[config.mk]
export PLATFORM = sky130hd
export DESIGN_NAME = host_port_pointer_irq_regs
export DESIGN_NICKNAME = d
export VERILOG_FILES = /design/src/pkg/host_port_pkg.sv /design/src/rtl/host_port_pointer_irq_regs.sv
export VERILOG_INCLUDE_DIRS = /design/src /design/src/pkg
export SDC_FILE = /design/constraint.sdc
export NUM_CORES = 1
export LEC_CHECK = 0
export CAP_MARGIN = 20
export CORE_ASPECT_RATIO = 1.2
export CORE_UTILIZATION = 31
export DETAILED_ROUTE_END_ITERATION = 8
export DONT_BUFFER_PORTS = 1
export GPL_TIMING_DRIVEN = 0
export PLACE_DENSITY = 0.42
export SYNTH_ARGS = -nofsm -noshare
export SYNTH_HDL_FRONTEND = slang
export SYNTH_SLANG_ARGS = --single-unit
export TNS_END_PERCENT = 30
[constraint.sdc]
create_clock -name clk -period 5 [get_ports clk]
set_input_delay 0 -clock clk [delete_from_list [all_inputs] [get_ports clk]]
set_output_delay 0 -clock clk [all_outputs]
set_load 0.01 [all_outputs]
[src/pkg/host_port_cfg.svh]
/*
  Offsets, field positions, reset values and timing counts for the host-port
  pointer and interrupt-shaping register bank.
  Assumes a 200 MHz system clock and a byte-addressed host register bus.
*/
`ifndef HOST_PORT_CFG_SVH
`define HOST_PORT_CFG_SVH

// ============================================================
// register offsets (byte addresses)
`define OFS_MEM_PTR        16'h033C
`define OFS_IRQ_SHAPE      16'h0340
`define OFS_DMA_PTR        16'h0344

// ============================================================
// field positions
`define MEM_BANK_HI        17
`define MEM_BANK_LO        16
`define START_HI           15
`define START_LO           0
`define GAP_HI             31
`define GAP_LO             24
`define PULSE_HI           15
`define PULSE_LO           0

// ============================================================
// reset values
`define PULSE_RST          16'h000F
`define GAP_RST            8'h00

// ============================================================
// timing
`define CLK_PERIOD_NS      5
`define UFRAME_US          125
`define UFRAME_CYCLES      ((`UFRAME_US * 1000) / `CLK_PERIOD_NS)

`endif

[src/pkg/host_port_pkg.sv]
/*
  Types shared by the host-port register bank.
  Assumes the constants header is included by the files that need numbers.
*/
package host_port_pkg;

  typedef logic [1:0]  bank_t;
  typedef logic [15:0] addr16_t;

  typedef enum logic [1:0]
  {
    IRQ_IDLE  = 2'b00,
    IRQ_PULSE = 2'b01,
    IRQ_GAP   = 2'b10
  } irq_state_e;

endpackage : host_port_pkg

[src/rtl/host_port_pointer_irq_regs.sv]
/*
  Host-port support registers: banked PIO read pointers, edge interrupt
  shaping and the DMA start pointer.
  Assumes single-cycle register strobes from the host bus front end, a
  200 MHz clock, and that the memory array sits outside this block.
*/
`timescale 1ns/10ps
`include "host_port_cfg.svh"

module host_port_pointer_irq_regs
(
  // clock and reset
  input  wire logic        clk,
  input  wire logic        nrst,
  // register bus
  input  wire logic        reg_wr,
  input  wire logic        reg_rd,
  input  wire logic [15:0] reg_addr,
  input  wire logic [31:0] reg_wdata,
  output logic      [31:0] reg_rdata,
  // PIO memory access
  input  wire logic        pio_mem_rd,
  input  wire logic        pio_mem_wr,
  output logic      [1:0]  pio_bank,
  output logic      [15:0] pio_rd_addr,
  // DMA
  output logic      [15:0] dma_start_addr,
  // interrupt
  input  wire logic        irq_event,
  input  wire logic        irq_level_mode,
  output logic             irq_out
);

  logic [15:0]                  bank_ptr_r [4];
  host_port_pkg::bank_t         bank_sel_r;
  logic [7:0]                   gap_r;
  logic [15:0]                  pulse_len_r;
  host_port_pkg::irq_state_e    irq_state_r;
  logic [15:0]                  pulse_cnt_r;
  logic [7:0]                   uframe_cnt_r;
  logic [15:0]                  cyc_cnt_r;
  logic                         pend_r;

  logic wr_mem;
  logic wr_shape;
  logic wr_dma;
  logic rd_hit;
  logic rd_step;

  assign wr_mem   = reg_wr && (reg_addr == `OFS_MEM_PTR);
  assign wr_shape = reg_wr && (reg_addr == `OFS_IRQ_SHAPE);
  assign wr_dma   = reg_wr && (reg_addr == `OFS_DMA_PTR);
  assign rd_hit   = reg_rd;
  // a cycle that also strobes a write is not a read and must not use up an address
  assign rd_step  = pio_mem_rd && !pio_mem_wr;

  // ============================================================
  // banked PIO read pointers
  genvar gi;
  generate
    for (gi = 0; gi < 4; gi++)
    begin : g_bank
      always_ff @(posedge clk or negedge nrst)
      begin
        if (!nrst)
          bank_ptr_r[gi] <= 16'h0000;
        else if (wr_mem && reg_wdata[`MEM_BANK_HI:`MEM_BANK_LO] == 2'(gi))
          bank_ptr_r[gi] <= reg_wdata[`START_HI:`START_LO];
        else if (rd_step && bank_sel_r == 2'(gi))
          bank_ptr_r[gi] <= bank_ptr_r[gi] + 16'h0001;
      end
    end
  endgenerate

  // the bank choice also serves PIO writes; DMA never looks at it
  always_ff @(posedge clk or negedge nrst)
  begin
    if (!nrst)
      bank_sel_r <= 2'h0;
    else if (wr_mem)
      bank_sel_r <= reg_wdata[`MEM_BANK_HI:`MEM_BANK_LO];
  end

  always_ff @(posedge clk or negedge nrst)
  begin
    if (!nrst)
      pio_bank <= 2'h0;
    else
      pio_bank <= wr_mem ? reg_wdata[`MEM_BANK_HI:`MEM_BANK_LO] : bank_sel_r;
  end

  // mirrors the selected bank's pointer as it stands after this edge
  always_ff @(posedge clk or negedge nrst)
  begin
    if (!nrst)
      pio_rd_addr <= 16'h0000;
    else if (wr_mem)
      pio_rd_addr <= reg_wdata[`START_HI:`START_LO];
    else if (rd_step)
      pio_rd_addr <= bank_ptr_r[bank_sel_r] + 16'h0001;
    else
      pio_rd_addr <= bank_ptr_r[bank_sel_r];
  end

  // ============================================================
  // DMA start pointer, write only
  always_ff @(posedge clk or negedge nrst)
  begin
    if (!nrst)
      dma_start_addr <= 16'h0000;
    else if (wr_dma)
      dma_start_addr <= reg_wdata[`START_HI:`START_LO];
  end

  // ============================================================
  // edge interrupt shaping register
  always_ff @(posedge clk or negedge nrst)
  begin
    if (!nrst)
      gap_r <= `GAP_RST;
    else if (wr_shape)
      gap_r <= reg_wdata[`GAP_HI:`GAP_LO];
  end

  always_ff @(posedge clk or negedge nrst)
  begin
    if (!nrst)
      pulse_len_r <= `PULSE_RST;
    else if (wr_shape)
      pulse_len_r <= reg_wdata[`PULSE_HI:`PULSE_LO];
  end

  // ============================================================
  // register read-back; the DMA pointer is write only and reads zero
  always_ff @(posedge clk or negedge nrst)
  begin
    if (!nrst)
      reg_rdata <= 32'h0000_0000;
    else if (rd_hit)
    begin
      unique case (reg_addr)
        `OFS_MEM_PTR:   reg_rdata <= {14'h0000, bank_sel_r, bank_ptr_r[bank_sel_r]};
        `OFS_IRQ_SHAPE: reg_rdata <= {gap_r, 8'h00, pulse_len_r};
        default:        reg_rdata <= 32'h0000_0000;
      endcase
    end
  end

  // ============================================================
  // interrupt qualification
  // an edge starts only outside a pulse and once the gap has run out, even
  // if the gap was raised after the last pulse; a zero length drops the event
  logic fire;
  logic launch;
  logic gap_done;

  assign gap_done = (gap_r == 8'h00) || (uframe_cnt_r >= gap_r);
  assign fire     = (pend_r || irq_event) && !irq_level_mode
                    && (irq_state_r != host_port_pkg::IRQ_PULSE) && gap_done;
  assign launch   = fire && (pulse_len_r != 16'h0000);

  // ============================================================
  // pending event: one event is held while a pulse or gap runs; a new
  // event in the cycle that launches the held one wins over the clear
  always_ff @(posedge clk or negedge nrst)
  begin
    if (!nrst)
      pend_r <= 1'b0;
    else if (irq_level_mode)
      pend_r <= 1'b0;
    else if (irq_event && (pend_r || !fire))
      pend_r <= 1'b1;
    else if (fire)
      pend_r <= 1'b0;
  end

  // ============================================================
  // microframe timer, restarted at each pulse start; it resets to the
  // saturated count so the first edge after reset is never held back
  always_ff @(posedge clk or negedge nrst)
  begin
    if (!nrst)
    begin
      cyc_cnt_r    <= 16'h0000;
      uframe_cnt_r <= 8'hFF;
    end
    else if (launch)
    begin
      cyc_cnt_r    <= 16'h0000;
      uframe_cnt_r <= 8'h00;
    end
    else if (cyc_cnt_r == 16'(`UFRAME_CYCLES - 1))
    begin
      cyc_cnt_r <= 16'h0000;
      if (uframe_cnt_r != 8'hFF)
        uframe_cnt_r <= uframe_cnt_r + 8'h01;
    end
    else
      cyc_cnt_r <= cyc_cnt_r + 16'h0001;
  end

  // ============================================================
  // edge pulse sequencer; level mode parks it in idle
  always_ff @(posedge clk or negedge nrst)
  begin
    if (!nrst)
    begin
      irq_state_r <= host_port_pkg::IRQ_IDLE;
      pulse_cnt_r <= 16'h0000;
    end
    else if (irq_level_mode)
    begin
      irq_state_r <= host_port_pkg::IRQ_IDLE;
      pulse_cnt_r <= 16'h0000;
    end
    else
    begin
      unique case (irq_state_r)
        host_port_pkg::IRQ_IDLE:
        begin
          if (launch)
          begin
            irq_state_r <= host_port_pkg::IRQ_PULSE;
            pulse_cnt_r <= pulse_len_r - 16'h0001;
          end
        end
        host_port_pkg::IRQ_PULSE:
        begin
          if (pulse_cnt_r == 16'h0000)
            irq_state_r <= host_port_pkg::IRQ_GAP;
          else
            pulse_cnt_r <= pulse_cnt_r - 16'h0001;
        end
        host_port_pkg::IRQ_GAP:
        begin
          // with a zero gap the next edge may follow after one low cycle
          if (launch)
          begin
            irq_state_r <= host_port_pkg::IRQ_PULSE;
            pulse_cnt_r <= pulse_len_r - 16'h0001;
          end
          else if (gap_done)
            irq_state_r <= host_port_pkg::IRQ_IDLE;
        end
        default:
          irq_state_r <= host_port_pkg::IRQ_IDLE;
      endcase
    end
  end

  // ============================================================
  // interrupt line: the event itself in level mode, else high from a
  // launch until the pulse count runs out
  always_ff @(posedge clk or negedge nrst)
  begin
    if (!nrst)
      irq_out <= 1'b0;
    else if (irq_level_mode)
      irq_out <= irq_event;
    else if (launch)
      irq_out <= 1'b1;
    else if (irq_state_r != host_port_pkg::IRQ_PULSE || pulse_cnt_r == 16'h0000)
      irq_out <= 1'b0;
  end

endmodule : host_port_pointer_irq_regs

# Word level (Yosys, flattened, before mapping)
# Index checks and enable logic that the tools add are counted.
# classes
eq_ne,19
add_sub_neg,9
n_reduce_logical,43
bitwise,1
mux,35
order_cmp,2
# op_table
operator,count
16-bit two-way mux,17
"16-bit by 1-bit adder with 16-bit output, second input constant",6
32-bit one-hot mux with 2 select lines,1
"16-bit by 10-bit equality test with 1-bit output, second input constant",3
16-bit binary-select mux with 2-bit select,1
16-bit one-hot mux with 2 select lines,1
"16-bit by 1-bit subtractor with 16-bit output, second input constant",2
8-bit two-way mux,3
1-bit logical AND,17
"16-bit by 15-bit equality test with 1-bit output, second input constant",1
16-bit zero test,1
16-bit nonzero test,1
2-bit nonzero test,6
"2-bit equality test, second input constant",5
2-bit two-way mux,5
"3-bit inequality test, second input constant",3
3-bit nonzero test,3
"8-bit by 1-bit adder with 8-bit output, second input constant",1
8-bit greater-or-equal comparator,1
8-bit zero test,1
"8-bit inequality test, second input constant",1
"2-bit by 1-bit equality test with 1-bit output, second input constant",3
2-bit zero test,3
1-bit two-way mux,6
11 further kinds,17
# totals
inputBits,56
out_inout_bits,67
regBits,198

# Depth between registers and ports, before layout
# logic_depth
word_depth,9
ltp_mapped,11
depth_no_buf,9

# Worst setup path before layout
# OpenSTA, ideal clock, no wires.
# synth_path
kind,register to register
from,register irq_state_r[0]
to,register pulse_cnt_r[14]
setup_time_ps,136
path_buffers,3
path_slack_ps,2351
path_stages_with_launch,12
arrival_time_ps,2513
required_ps,4864
cell_sequence,dfrtp_1 -> buf_2 -> clkbuf_1 -> buf_2 -> mux2i_1 -> ha_1 -> o21ai_0 -> nor4_1 -> xnor2_1 -> nor2_1 -> mux2i_1 -> o21ai_0
# synth_between
elab_chain_len,6
elab_cells_between_ends,14
# synth_rtl
element,line_no,rtl
from (decl),host_port_pointer_irq_regs.sv:38,host_port_pkg::irq_state_e irq_state_r;
from (signal assigned),host_port_pointer_irq_regs.sv:208,irq_state_r <= host_port_pkg::IRQ_IDLE;
from (signal assigned),host_port_pointer_irq_regs.sv:213,irq_state_r <= host_port_pkg::IRQ_IDLE;
from (signal assigned),host_port_pointer_irq_regs.sv:223,irq_state_r <= host_port_pkg::IRQ_PULSE;
2-bit by 1-bit inequality test with 1-bit output,host_port_pointer_irq_regs.sv:159,&& (irq_state_r != host_port_pkg::IRQ_PULSE) && gap_done;
1-bit logical AND (2 in series),host_port_pointer_irq_regs.sv:159,
1-bit logical AND,host_port_pointer_irq_regs.sv:160,assign launch = fire && (pulse_len_r != 16'h0000);
3-bit by 1-bit inequality test with 1-bit output (no source line),--,
3-bit AND reduction (no source line),--,
to (signal assigned),host_port_pointer_irq_regs.sv:224,pulse_cnt_r <= pulse_len_r - 16'h0001;
to (signal assigned),host_port_pointer_irq_regs.sv:232,pulse_cnt_r <= pulse_cnt_r - 16'h0001;
to (signal assigned),host_port_pointer_irq_regs.sv:240,pulse_cnt_r <= pulse_len_r - 16'h0001;
to (decl),host_port_pointer_irq_regs.sv:39,logic [15:0] pulse_cnt_r;
# Parallel ways exist; a longest one is shown, timed or not.
# A chain may end at the register's enable or synchronous reset.

# Final worst setup path
# layout_path
from,register uframe_cnt_r[0]
to,register cyc_cnt_r[7]
# layout_between
elab_chain_len,5
# layout_rtl
element,line_no,rtl
from (decl),host_port_pointer_irq_regs.sv:40,logic [7:0] uframe_cnt_r;
from (signal assigned),host_port_pointer_irq_regs.sv:196,uframe_cnt_r <= uframe_cnt_r + 8'h01;
8-bit greater-or-equal comparator,host_port_pointer_irq_regs.sv:157,assign gap_done = (gap_r == 8'h00) || (uframe_cnt_r >= gap_r);
1-bit logical OR,host_port_pointer_irq_regs.sv:157,
1-bit logical AND,host_port_pointer_irq_regs.sv:159,
1-bit logical AND,host_port_pointer_irq_regs.sv:160,
16-bit two-way mux,host_port_pointer_irq_regs.sv:187,else if (launch)
to (signal assigned),host_port_pointer_irq_regs.sv:199,cyc_cnt_r <= cyc_cnt_r + 16'h0001;
to (decl),host_port_pointer_irq_regs.sv:41,logic [15:0] cyc_cnt_r;
# No other way between the ends.

==> reports/qor.yml <==
status: "complete, no violations"
critical_path_arrival_ps: 3650
grt_pass1_vias: 8233
avgSynthCellArea_um2: 9.81
finalWorstPathRequiredPeriod_ps: 3320
grt_pass1_wl_um: 49000
setup-tns-final_ps: 0
setup_viol: 0
via_per_inst: 5.10
synth.most_common_cell: "dfrtp_1"
synth_seq_cells: 192
final_cells: 1536
max_freq_ghz: 0.301
rsz0062_at_grt: "no"
cts_setup_buffers: 0
switching_share: 0.264
critPathKind: "reg2reg"
slew_headroom: 0.321
synth_common_cells: "dfrtp_1 (180), nor2_1 (155), a21oi_1 (90), nand2_1 (83), xor2_1 (58)"
yosysUniqueCellTypes: 60
areaGrowthSynthToFinish_pct: 15.9
drcViolationCount: 0
syn_inst: 1045
post_drt_wl_per_cell_um: 20.0
tightestPinTransition_ps: 1020
path_clk_slew_ps: 70
hold_viol: 0
grt_usage: 0.193
finClkSkew_ps: 14.1
clock_sinks: 192
ir_drop_mv: 0.218
fp-row-count: 72
pwr-share-clk: 0.420
dp_hpwl_um: 22700
antenna_found_initial: 6
dpl.cell_count: 1457
synth_warnings: 0
initial_utilization: 0.316
synth_area_um2: 10200
synth.top_cell.area_share: 0.439
drive_gt1_frac: 0.119
p_int_mw: 2.70
detailroute.via_count: 7841
cap_violations: 0
cp.required_ps: 5330
synth_area_leaders: "dfrtp_1 (44%), nor2_1 (5.7%), xor2_1 (5.0%)"
routed_wl_um: 30700
die_w_um: 168
place_congestion: 0.831
nFillCells: 3302
cts-buffers-inserted: 17
coreArea_um2: 32400
ys.flop_type: "dfrtp_1"
drv_slew: 0
p_comb_frac: 0.103
drtIter0Drc: 395
ys_seq_area_frac: 0.470
insertion_delay_ps: 460
startpoint_type: "flop"
path_max_fanout: 10
fp.dieH_um: 201
seq_power_share: 0.477
postSynth.asyncResetShare: 1.00
cts_root_buffer: "clkbuf_16"
first_pass_iters: 4
grt_max_degree: 193
dieArea_um2: 33800
powerDensity_nw_per_um2: 309
drt.antenna.violating_nets: 0
grt-ovfl-total: 0
cp-end-kind: "flop"
nNetsFinal: 1185
synth_area_leader_cell: "dfrtp_1"
io_buffers: 0
hold_path_class: "in2reg"
period_share: 0.664
cts_tree: "built"
synth_edf_count: 0
clockBufferDepth: 2
power.leakage_nw: 4.99
boundaryPins: 123
p_sw_uw: 970
htreeDepth: 4
power_mw: 3.67
[flip-flops by register name, indices dropped and copies added (netlist names)]
register and count:
pulse_len_r 16, pend_r 1, uframe_cnt_r 8, reg_rdata 26
pio_rd_addr 16, irq_out 1, dma_start_addr 16, irq_state_r 2
pio_bank 2, cyc_cnt_r 16, bank_ptr_r 64, pulse_cnt_r 16
gap_r 8
[worst paths after layout]
| kind | startpoint | end | slack [ps] | depth (start not counted) |
|---|---|---|---|---|
| max | uframe_cnt_r[0] | cyc_cnt_r[7] | 1680 | 11 |
| min | irq_level_mode | irq_state_r[1] | 10 | 2 |
| max reg2reg | uframe_cnt_r[0] | cyc_cnt_r[7] | 1680 | 11 |
| min reg2reg | cyc_cnt_r[0] | cyc_cnt_r[0] | 470 | 1 |
| max in group asynchronous | nrst | bank_ptr_r[46] | 3960 | 2 |
| min in group asynchronous | nrst | pulse_cnt_r[0] | 290 | 2 |
[worst max-delay path, stage by stage (launching register included)]
cell and delay, ps:
dfstp_2 560, inv_1 50, ha_1 270, nor3b_1 50, o21ai_0 150, nor3b_1 380, o221ai_1 410, nor3_2 660
nand2b_1 180, buf_2 170, buf_2 240, nor2_1 70
[placed cells by master (no fill, tap or decap), types with 4 or more instances in the layout]
master | netlist | final
nor2b_1 | 6 | 6
ha_1 | 16 | 16
dfrtp_1 | 180 | 180
buf_4 | 8 | 8
nor4_1 | 10 | 10
bufinv_16 | 0 | 5
a21oi_1 | 90 | 90
clkbuf_1 | 28 | 29
o31ai_1 | 5 | 5
o21ai_0 | 46 | 46
xnor2_1 | 50 | 50
mux4_2 | 16 | 16
diode_2 | 0 | 4
or3_1 | 4 | 4
nor3b_1 | 6 | 6
and3_1 | 19 | 19
conb_1 | 1 | 6
nor3_1 | 21 | 21
dfstp_2 | 12 | 12
inv_1 | 25 | 25
xor2_1 | 58 | 58
nand4_1 | 23 | 23
a22oi_1 | 17 | 17
mux2_2 | 41 | 41
clkbuf_16 | 0 | 17
buf_2 | 14 | 14
nand3_1 | 41 | 41
mux2i_1 | 14 | 14
nand2_1 | 83 | 83
dlygate4sd3_1 | 0 | 43
nor2_1 | 155 | 155
[area by class of cell]
cell class / count / area, um2 / share of cell area
antenna: 4 / 10.0 / 0.000842
buffer: 52 / 250 / 0.0211
clock buffer: 18 / 429 / 0.0361
clock inverter: 13 / 209 / 0.0176
inverter: 25 / 93.8 / 0.00790
multi-input combinational: 781 / 5100 / 0.430
sequential: 192 / 4820 / 0.406
tap: 407 / 509 / 0.0429
timing repair buffer: 44 / 458 / 0.0385
[cell families (layout without fill, tap and decap cells)]
family,count (synthesis),in the layout,synth area share
multiplexers,73,73,0.0961
flip-flops,192,192,0.470
AND/OR/NAND/NOR,398,398,0.187
AO/OA/AOI/OAI,180,180,0.101
buffers and inverters,77,152,0.0336
other,1,10,0.000366
adder cells (fa/ha/maj),16,16,0.0195
XOR/XNOR,108,108,0.0923
[power groups by stage]
| stage | Sequential [mW] | Clock, mW | Combinational (mW) |
|---|---|---|---|
| after floorplan | 1.75 | 0 | 0.222 |
| after CTS | 1.75 | 1.59 | 0.386 |
| after global placement | 1.78 | 0 | 0.272 |
| after global routing | 1.76 | 1.64 | 0.433 |
| after detailed placement | 1.78 | 0 | 0.280 |
| final | 1.75 | 1.54 | 0.379 |
[metal layers]
layer  global-route usage  part of all wire
met2                0.335              0.51
met5                    0           0.00042
met4               0.0678             0.023
met3               0.0364             0.033
met1                0.237              0.43
[repair_timing]
| action | in CTS | in global routing |
|---|---|---|
| resized for setup | 0 | 0 |
| hold endpoints to repair | 326 | 0 |
| hold buffers | 44 | 0 |
| setup endpoints to repair | 0 | 0 |
[stage by stage]
stage                     setup WS (ps)  instance area [um2]  hold slack [ps]  utilization
after floorplan                    2350                10300             -296            -
after global placement             1590                10800             -276        0.332
after detailed placement           1630                10800             -277        0.332
after CTS                          1590                11900             7.01        0.366
after global routing               1300                11900             21.8        0.366
final                              1680                11900             10.8        0.366
No activity file was read; power rests on OpenSTA's default activity.
